**config.mk**
```make
export PLATFORM = sky130hd
export DESIGN_NAME = llrm_function_unit
export DESIGN_NICKNAME = d
export VERILOG_FILES = /design/src/include/llrm_pkg.sv /design/src/hw/llrm_function_unit.sv
export SDC_FILE = /design/constraint.sdc
export NUM_CORES = 1
export LEC_CHECK = 0
export ABC_CLOCK_PERIOD_IN_PS = 3800
export BUFFER_PORTS_ARGS = -buffer_cell sky130_fd_sc_hd__buf_2
export CAP_MARGIN = 10
export CORE_MARGIN = 5
export CORE_UTILIZATION = 50
export CTS_CLUSTER_DIAMETER = 80
export DETAILED_ROUTE_END_ITERATION = 8
export PLACE_DENSITY_LB_ADDON = 0.2
export SYNTH_ARGS = -nofsm -noshare
export SYNTH_HDL_FRONTEND = slang
export SYNTH_SLANG_ARGS = --single-unit
```
**constraint.sdc**
```tcl
create_clock -name clk_sys_in -period 3.8 [get_ports clk_sys_in]
set_input_delay 0.57 -clock clk_sys_in [delete_from_list [all_inputs] [get_ports clk_sys_in]]
set_output_delay 0.57 -clock clk_sys_in [all_outputs]
set_load 0.02 [all_outputs]
```
**src/include/llrm_pkg.sv**
```systemverilog
// Constants, types and register map of the configurable look-up function unit.
// Assumes a single 25 MHz clock and a simple strobe register port.
//
// Behaviour
// - ripple operation takes the whole table; no logic or memory then
// - outside ripple each half table is configured on its own
// - async memory: each half is a 16x2 memory, set per half
// - quad: two quarters of a half share operand bits 1 to 3
// - quad results go to register data outputs and unit outputs
// - five-input: upper half of operand a on result_3, lower of b on result_0
// - one half five-input, other quad, allowed in either arrangement
// - mux combine: result_1 is upper result if side input 1, else lower
// - xor combine: result_1 is upper xor lower xor side input
// - both combines: result_2 is nand of upper, lower and side input
// - mux and xor combine are mutually exclusive
// - combine only with both halves five-input; five results stay visible
// - six-input: same five signals on both buses, sixth on side input
// - ripple carry chains quarters; quarter 0 carry from selectable source
// - nibbles on low operand bits; last carry to chain out, output 4
// - adder/subtractor: propagate or generate per bit; a top bit selects
// - counter: operand a nibble plus or minus one by a top bit
// - multiplier: partial product plus multiplicand if a top bit is 1
// - equality: carry in forced 0; carry out 0 if equal, 1 if not
// - ordered compares use subtraction, not the equality submode
// - upper half is quarters 2,3; lower 0,1; quarter n drives result n

package llrm_pkg;

   localparam int ADDR_W = 4;
   localparam int DATA_W = 32;

   localparam logic [ADDR_W-1:0] OFS_CTRL   = 4'h0;
   localparam logic [ADDR_W-1:0] OFS_TAB_LO = 4'h4;
   localparam logic [ADDR_W-1:0] OFS_TAB_HI = 4'h8;
   localparam logic [ADDR_W-1:0] OFS_STATUS = 4'hc;

   localparam int CTRL_W  = 13;
   localparam int TABLE_W = 64;
   localparam int HALF_W  = 32;
   localparam int QUART_W = 16;

   localparam logic [CTRL_W-1:0]  CTRL_RST  = 13'h0000;
   localparam logic [TABLE_W-1:0] TABLE_RST = 64'h0;

   typedef enum logic [1:0] {HALF_QUAD, HALF_FIVE, HALF_MEM, HALF_RSVD}
      llrm_half_e;
   typedef enum logic [1:0] {COMB_NONE, COMB_MUX, COMB_XOR, COMB_RSVD}
      llrm_comb_e;
   typedef enum logic [1:0] {SUB_ADD, SUB_COUNT, SUB_MULT, SUB_EQ}
      llrm_sub_e;
   typedef enum logic [1:0] {CSEL_CHAIN, CSEL_BTOP, CSEL_ONE, CSEL_ZERO}
      llrm_csel_e;

   // control register, bit 0 first from the bottom
   typedef struct packed {
      logic       route_o4;
      logic       route_chain;
      llrm_csel_e csel;
      llrm_sub_e  sub;
      llrm_comb_e comb;
      llrm_half_e lower;
      llrm_half_e upper;
      logic       ripple;
   } llrm_ctrl_s;

   typedef struct packed {
      logic [4:0] a;
      logic [4:0] b;
      logic       fast_side;
      logic       carry_in;
      logic [3:0] wdata;
   } llrm_operands_s;

   typedef struct packed {
      logic       carry_out;
      logic       unit_out_4;
      logic [3:0] result;
   } llrm_results_s;

endpackage

```
**src/hw/llrm_function_unit.sv**
```systemverilog
// Look-up function unit: quad, five-input, combining, memory and ripple.
// Operands come from logic on the same clock; results are registered.
`timescale 1ns/1ps

module llrm_function_unit (
   input  wire logic                        clk_sys_in,
   input  wire logic                        rst_n_in,
   input  wire logic [llrm_pkg::ADDR_W-1:0] reg_addr_in,
   input  wire logic [llrm_pkg::DATA_W-1:0] reg_wdata_in,
   input  wire logic                        reg_wr_in,
   input  wire logic                        reg_rd_in,
   output logic      [llrm_pkg::DATA_W-1:0] reg_rdata_out,
   input  wire llrm_pkg::llrm_operands_s    operands_in,
   output llrm_pkg::llrm_results_s          results_out,
   output logic      [3:0]                  register_data_out
);

   typedef struct packed {
      llrm_pkg::llrm_ctrl_s            ctrl;
      logic [llrm_pkg::TABLE_W-1:0]    table_bits;
      llrm_pkg::llrm_results_s         res;
      logic [llrm_pkg::DATA_W-1:0]     rdata;
   } llrm_state_s;

   llrm_state_s state_r;
   llrm_state_s state_nxt;

   llrm_pkg::llrm_ctrl_s ctrl;
   logic [llrm_pkg::HALF_W-1:0]  upper_tab;
   logic [llrm_pkg::HALF_W-1:0]  lower_tab;
   logic [4:0] a;
   logic [4:0] b;
   logic       side;
   logic [3:0] quad_res;
   logic       five_up;
   logic       five_lo;
   logic [1:0] mem_up;
   logic [1:0] mem_lo;
   logic       both_five;
   logic [3:0] logic_res;
   logic [3:0] rip_b;
   logic       rip_c0;
   logic       carry_sel;
   logic [4:0] carry;
   logic [3:0] rip_res;

   assign ctrl      = state_r.ctrl;
   assign upper_tab = state_r.table_bits[63:32];
   assign lower_tab = state_r.table_bits[31:0];
   assign a         = operands_in.a;
   assign b         = operands_in.b;
   assign side      = operands_in.fast_side;

   // half-table evaluation
   always_comb begin
      // quarters 0,1 lower half, 2,3 upper half
      quad_res[0] = lower_tab[{b[3:1], b[0]}];
      quad_res[1] = lower_tab[{1'b1, b[3:1], b[4]}];
      quad_res[2] = upper_tab[{1'b0, a[3:1], a[0]}];
      quad_res[3] = upper_tab[{1'b1, a[3:1], a[4]}];
      five_up = upper_tab[a];
      five_lo = lower_tab[b];
      // memory read: one bit from each quarter of the half
      mem_lo = {lower_tab[{1'b1, b[3:0]}], lower_tab[{1'b0, b[3:0]}]};
      mem_up = {upper_tab[{1'b1, a[3:0]}], upper_tab[{1'b0, a[3:0]}]};
      both_five = (ctrl.upper == llrm_pkg::HALF_FIVE) &&
                  (ctrl.lower == llrm_pkg::HALF_FIVE);
   end

   // each half picks its own mode
   always_comb begin
      logic_res = 4'h0;
      case (ctrl.lower)
         llrm_pkg::HALF_QUAD: logic_res[1:0] = quad_res[1:0];
         llrm_pkg::HALF_FIVE: logic_res[0]   = five_lo;
         llrm_pkg::HALF_MEM:  logic_res[1:0] = mem_lo;
         default:             logic_res[1:0] = 2'h0;
      endcase
      case (ctrl.upper)
         llrm_pkg::HALF_QUAD: logic_res[3:2] = quad_res[3:2];
         llrm_pkg::HALF_FIVE: logic_res[3]   = five_up;
         llrm_pkg::HALF_MEM:  logic_res[3:2] = mem_up;
         default:             logic_res[3:2] = 2'h0;
      endcase
      // combining gates only when both halves are five-input
      if (both_five && ctrl.comb == llrm_pkg::COMB_MUX) begin
         logic_res[1] = side ? five_up : five_lo;
         logic_res[2] = ~(five_up & five_lo & side);
      end else if (both_five && ctrl.comb == llrm_pkg::COMB_XOR) begin
         logic_res[1] = five_up ^ five_lo ^ side;
         logic_res[2] = ~(five_up & five_lo & side);
      end
   end

   // ripple datapath operand shaping
   always_comb begin
      case (ctrl.csel)
         llrm_pkg::CSEL_CHAIN: carry_sel = operands_in.carry_in;
         llrm_pkg::CSEL_BTOP:  carry_sel = b[4];
         llrm_pkg::CSEL_ONE:   carry_sel = 1'b1;
         default:              carry_sel = 1'b0;
      endcase
      rip_b  = b[3:0];
      rip_c0 = carry_sel;
      case (ctrl.sub)
         llrm_pkg::SUB_ADD:   rip_b = a[4] ? ~b[3:0] : b[3:0];
         llrm_pkg::SUB_COUNT: begin
            // up adds carry 1, down adds all ones
            rip_b  = a[4] ? 4'h0 : 4'hf;
            rip_c0 = a[4];
         end
         llrm_pkg::SUB_MULT:  rip_b = a[4] ? b[3:0] : 4'h0;
         default:             rip_c0 = 1'b0;
      endcase
   end

   // per-quarter propagate/generate carry chain
   always_comb begin
      logic p;
      p = 1'b0;
      carry[0] = rip_c0;
      rip_res = 4'h0;
      for (int q = 0; q < 4; q++) begin
         p = a[q] ^ rip_b[q];
         if (ctrl.sub == llrm_pkg::SUB_EQ) begin
            rip_res[q]   = p;
            carry[q+1]   = carry[q] | p;
         end else begin
            rip_res[q]   = p ^ carry[q];
            carry[q+1]   = p ? carry[q] : a[q];
         end
      end
   end

   // register port, table and result update
   always_comb begin
      state_nxt = state_r;
      if (ctrl.ripple) begin
         state_nxt.res.result     = rip_res;
         state_nxt.res.carry_out  = ctrl.route_chain & carry[4];
         state_nxt.res.unit_out_4 = ctrl.route_o4 & carry[4];
      end else begin
         state_nxt.res.result     = logic_res;
         state_nxt.res.carry_out  = 1'b0;
         state_nxt.res.unit_out_4 = 1'b0;
         // memory write: top input and side input as write-port enable
         if (ctrl.lower == llrm_pkg::HALF_MEM && b[4] && side) begin
            state_nxt.table_bits[{2'h0, b[3:0]}] = operands_in.wdata[0];
            state_nxt.table_bits[{2'h1, b[3:0]}] = operands_in.wdata[1];
         end
         if (ctrl.upper == llrm_pkg::HALF_MEM && a[4] && side) begin
            state_nxt.table_bits[{2'h2, a[3:0]}] = operands_in.wdata[2];
            state_nxt.table_bits[{2'h3, a[3:0]}] = operands_in.wdata[3];
         end
      end
      if (reg_wr_in) begin
         if (reg_addr_in == llrm_pkg::OFS_CTRL) begin
            state_nxt.ctrl = llrm_pkg::llrm_ctrl_s'(
               reg_wdata_in[llrm_pkg::CTRL_W-1:0]);
         end else if (reg_addr_in == llrm_pkg::OFS_TAB_LO) begin
            state_nxt.table_bits[31:0] = reg_wdata_in;
         end else if (reg_addr_in == llrm_pkg::OFS_TAB_HI) begin
            state_nxt.table_bits[63:32] = reg_wdata_in;
         end
      end
      state_nxt.rdata = 32'h0;
      if (reg_rd_in) begin
         if (reg_addr_in == llrm_pkg::OFS_CTRL) begin
            state_nxt.rdata = {19'h0, state_r.ctrl};
         end else if (reg_addr_in == llrm_pkg::OFS_TAB_LO) begin
            state_nxt.rdata = state_r.table_bits[31:0];
         end else if (reg_addr_in == llrm_pkg::OFS_TAB_HI) begin
            state_nxt.rdata = state_r.table_bits[63:32];
         end else if (reg_addr_in == llrm_pkg::OFS_STATUS) begin
            state_nxt.rdata = {26'h0, state_r.res};
         end
      end
   end

   always_ff @(posedge clk_sys_in or negedge rst_n_in) begin
      if (!rst_n_in) begin
         state_r.ctrl       <= llrm_pkg::llrm_ctrl_s'(llrm_pkg::CTRL_RST);
         state_r.table_bits <= llrm_pkg::TABLE_RST;
         state_r.res        <= 6'h00;
         state_r.rdata      <= 32'h0;
      end else begin
         state_r <= state_nxt;
      end
   end

   assign reg_rdata_out     = state_r.rdata;
   assign results_out       = state_r.res;
   assign register_data_out = state_r.res.result;

   // checks
   logic rip_add;
   logic rip_cnt;
   logic rip_mul;
   logic rip_eq;
   logic comb_ok;
   assign rip_add = ctrl.ripple && ctrl.sub == llrm_pkg::SUB_ADD;
   assign rip_cnt = ctrl.ripple && ctrl.sub == llrm_pkg::SUB_COUNT;
   assign rip_mul = ctrl.ripple && ctrl.sub == llrm_pkg::SUB_MULT;
   assign rip_eq  = ctrl.ripple && ctrl.sub == llrm_pkg::SUB_EQ;
   assign comb_ok = !ctrl.ripple && both_five && !reg_wr_in;
endmodule

```
==> metrics.txt <==
Port Buf Inserts 97; Leak 3.54 nW; Chip Height 130 µm; Die X 130 µm; DR iter-0 viols 629; YS warnings 0; area grow syn2layout 11.7%; worst setup margin 670 ps; core area 14400 µm²; max_cap viols 0; H-tree Lvls 4; R2R depth 14; Core Util, Final 56.1%; post-CTS setup buffer count 0; drc violations 0; grt ovf 0; FP Rows 44; critical path arrival 3400 ps; max frequency 0.320 GHz; Critical Path End Type register; commonest cells after routing, fill and taps aside 115 x dfrtp_1, 96 x buf_2, 93 x mux2i_1; total track usage 28.1%; Max Used Layer met4; endpoints failing setup 0; Post-Syn Area 7220 µm²; Hold Worst Slack 166 ps; met1 WL 9900 µm; Post-Syn Nets 801; Avg Cell Area, Syn 9.81 µm²; first-pass GRT wire length 35100 µm; share of the synthesized area in the top cell type 39.9%; post-route ant nets 0; CP bufs+invs 1; register area 2880 µm²; Worst-path clk slew 50 ps; WL per Instance 23.9 µm; GP Congestion 0.961; critical path peak fanout 3; clock buffer depth 2; flop-to-flop setup slack 750 ps; cell repeated most along the worst path ha_1; Root Driver clkbuf_16; Tightest Pin Transition 903 ps; final hold vios 0; final worst-path cycle share 82.4%; layout cell share with drive strength beyond 1 23.3%; pre-CTS WS 253 ps; initial antenna violation count 1; total CTS buffers 17; CP required 4070 ps; cells after synthesis 736; Setup CP Type primary input to register; Crit-path slowest cell mux4_2; Multi-input gate area 3790 µm²; clk sinks 115; Rel. slew slack 39.8%; post-cts sizing count 0; clk_lat worst skew 420 ps; worst min-delay path class primary input to async pin; DR vias/cell 6.24; Reg-to-Reg Start ctrl[10]$_DFFE_PN0P_; dominant synthesized flop cell dfrtp_1; Worst path max stage delay 510 ps; unrepaired setup endpoints after global routing false; status finished clean; die area 16900 µm²; DPL Wire Length 17600 µm; Period minus WS final 3130 ps; fin nets 838; Slew Limit Fails 0; drt total wl 23200 µm; CTS tree yes; 1st-pass router iterations 5; I/O Pins 98; r2r endpoint register_data_out[3]$_DFF_PN0_; Vias 6056; Power Density 532 nW/µm²; leading area contributor after synthesis dfrtp_1; Initial Util 50.3%; detailed-routed wire length on met2 10600 µm; Yosys cell types 57; largest net degree at the start of global routing 53; post-synthesis register bit count 115; CP Cell Sequence buf_2 -> ha_1 -> mux4_2 -> xnor2_1 -> ha_1 -> nor2_1 -> a21oi_1 -> ha_1 -> nand2_1 -> nand3_1 -> ha_1 -> a21o_1 -> ha_1 -> nor2_1 -> a21oi_1 -> a22oi_1 -> o31ai_1; Tot Pwr 0.00430 W; most common cell after layout, fill and taps aside dfrtp_1; filler instances 1281; hold-fix buffer count after cts 0; setup TNS 0 ps; met3 WL 1910 µm; asr flop ratio synth 100%; Worst Clk Skew 6.53 ps; vias in the first global route 6005; CP delay by family, top adder cells; number of synthesized flops with an enable pin 0; crit start category primary input; Max VDD drop 0.385 mV; sequential cell area fraction in the yosys report 39.9%; ranking of synthesized cells by area dfrtp_1 40%, mux2i_1 13%, o21ai_0 5.1%, buf_4 4.8%, a22oi_1 4.5%
how the worst max path moves through the flow:
stage | start | to | depth (start not counted) | slack (ps)
after global routing | operands_in[15] | register_data_out[3]$_DFF_PN0_ | 18 | 430
after CTS | operands_in[6] | register_data_out[3]$_DFF_PN0_ | 17 | 690
final | operands_in[6] | register_data_out[3]$_DFF_PN0_ | 17 | 670
after global placement | operands_in[6] | register_data_out[3]$_DFF_PN0_ | 17 | 330
after detailed placement | operands_in[6] | register_data_out[3]$_DFF_PN0_ | 17 | 250
after floorplan | operands_in[6] | register_data_out[3]$_DFF_PN0_ | 16 | 600
worst reg2reg max path, delay by kind of cell (launching register included):
| family | cells | cell delay [ps] |
|---|---|---|
| AOI/OAI and AO/OA | 8 | 1650 |
| DFF | 1 | 440 |
| and+or+nand+nor | 3 | 250 |
| adders and majority gates | 3 | 550 |
layout make-up:
cell class,instances,area share [%]
tap,184,2.85
clock buffer,24,6.34
timing repair buffer,110,7.26
multi-input combinational,524,47.0
inverter,5,0.233
sequential,115,35.7
antenna,1,0.0310
clock inverter,8,0.620
synth_stat cells, types with 11 or more instances:
cell type    n
buf_2       11
mux4_2      14
nand2b_1    11
mux2_2      17
dfrtp_1    115
nor3b_1     11
clkbuf_1    30
mux2i_1     93
nand2_1     81
o21ai_0     74
buf_4       46
nor2_1      65
a22oi_1     43
state kept, by name, indices dropped and copies added (netlist names):
| name | count |
|---|---|
| results_out | 2 |
| reg_rdata_out | 32 |
| register_data_out | 4 |
| lower_tab | 32 |
| state_r | 32 |
| ctrl | 13 |
cells by family after synthesis:
kind of cell / after synthesis / synth area share [%]
buffers and inverters: 97 / 7.88
AND/OR/NAND/NOR: 224 / 15.1
multiplexers: 127 / 21.0
flip-flops: 115 / 39.9
AO/OA/AOI/OAI: 157 / 13.7
adder cells (fa/ha/maj): 10 / 1.72
XOR/XNOR: 6 / 0.728
routing by layer:
layer,vias up,track usage [%]
li1,2704,-
met5,-,0
met3,56,6.06
met4,0,12.3
met2,298,41.9
met1,2998,39.5
power breakdown:
group	total (W)	leakage, nW	internal, W	switching (W)
clock	0.00149	0.270	0.000930	0.000562
sequential	0.00180	1.49	0.00145	0.000352
combinational	0.000999	1.78	0.000455	0.000544
total	0.00430	3.54	0.00284	0.00146
through the flow:
step,std cells,instance area [µm²]
after global placement,938,7500
final,971,8070
after CTS,970,8070
after detailed placement,938,7500
after global routing,970,8070
after floorplan,736,7220
(Power assumes the default switching activity.)
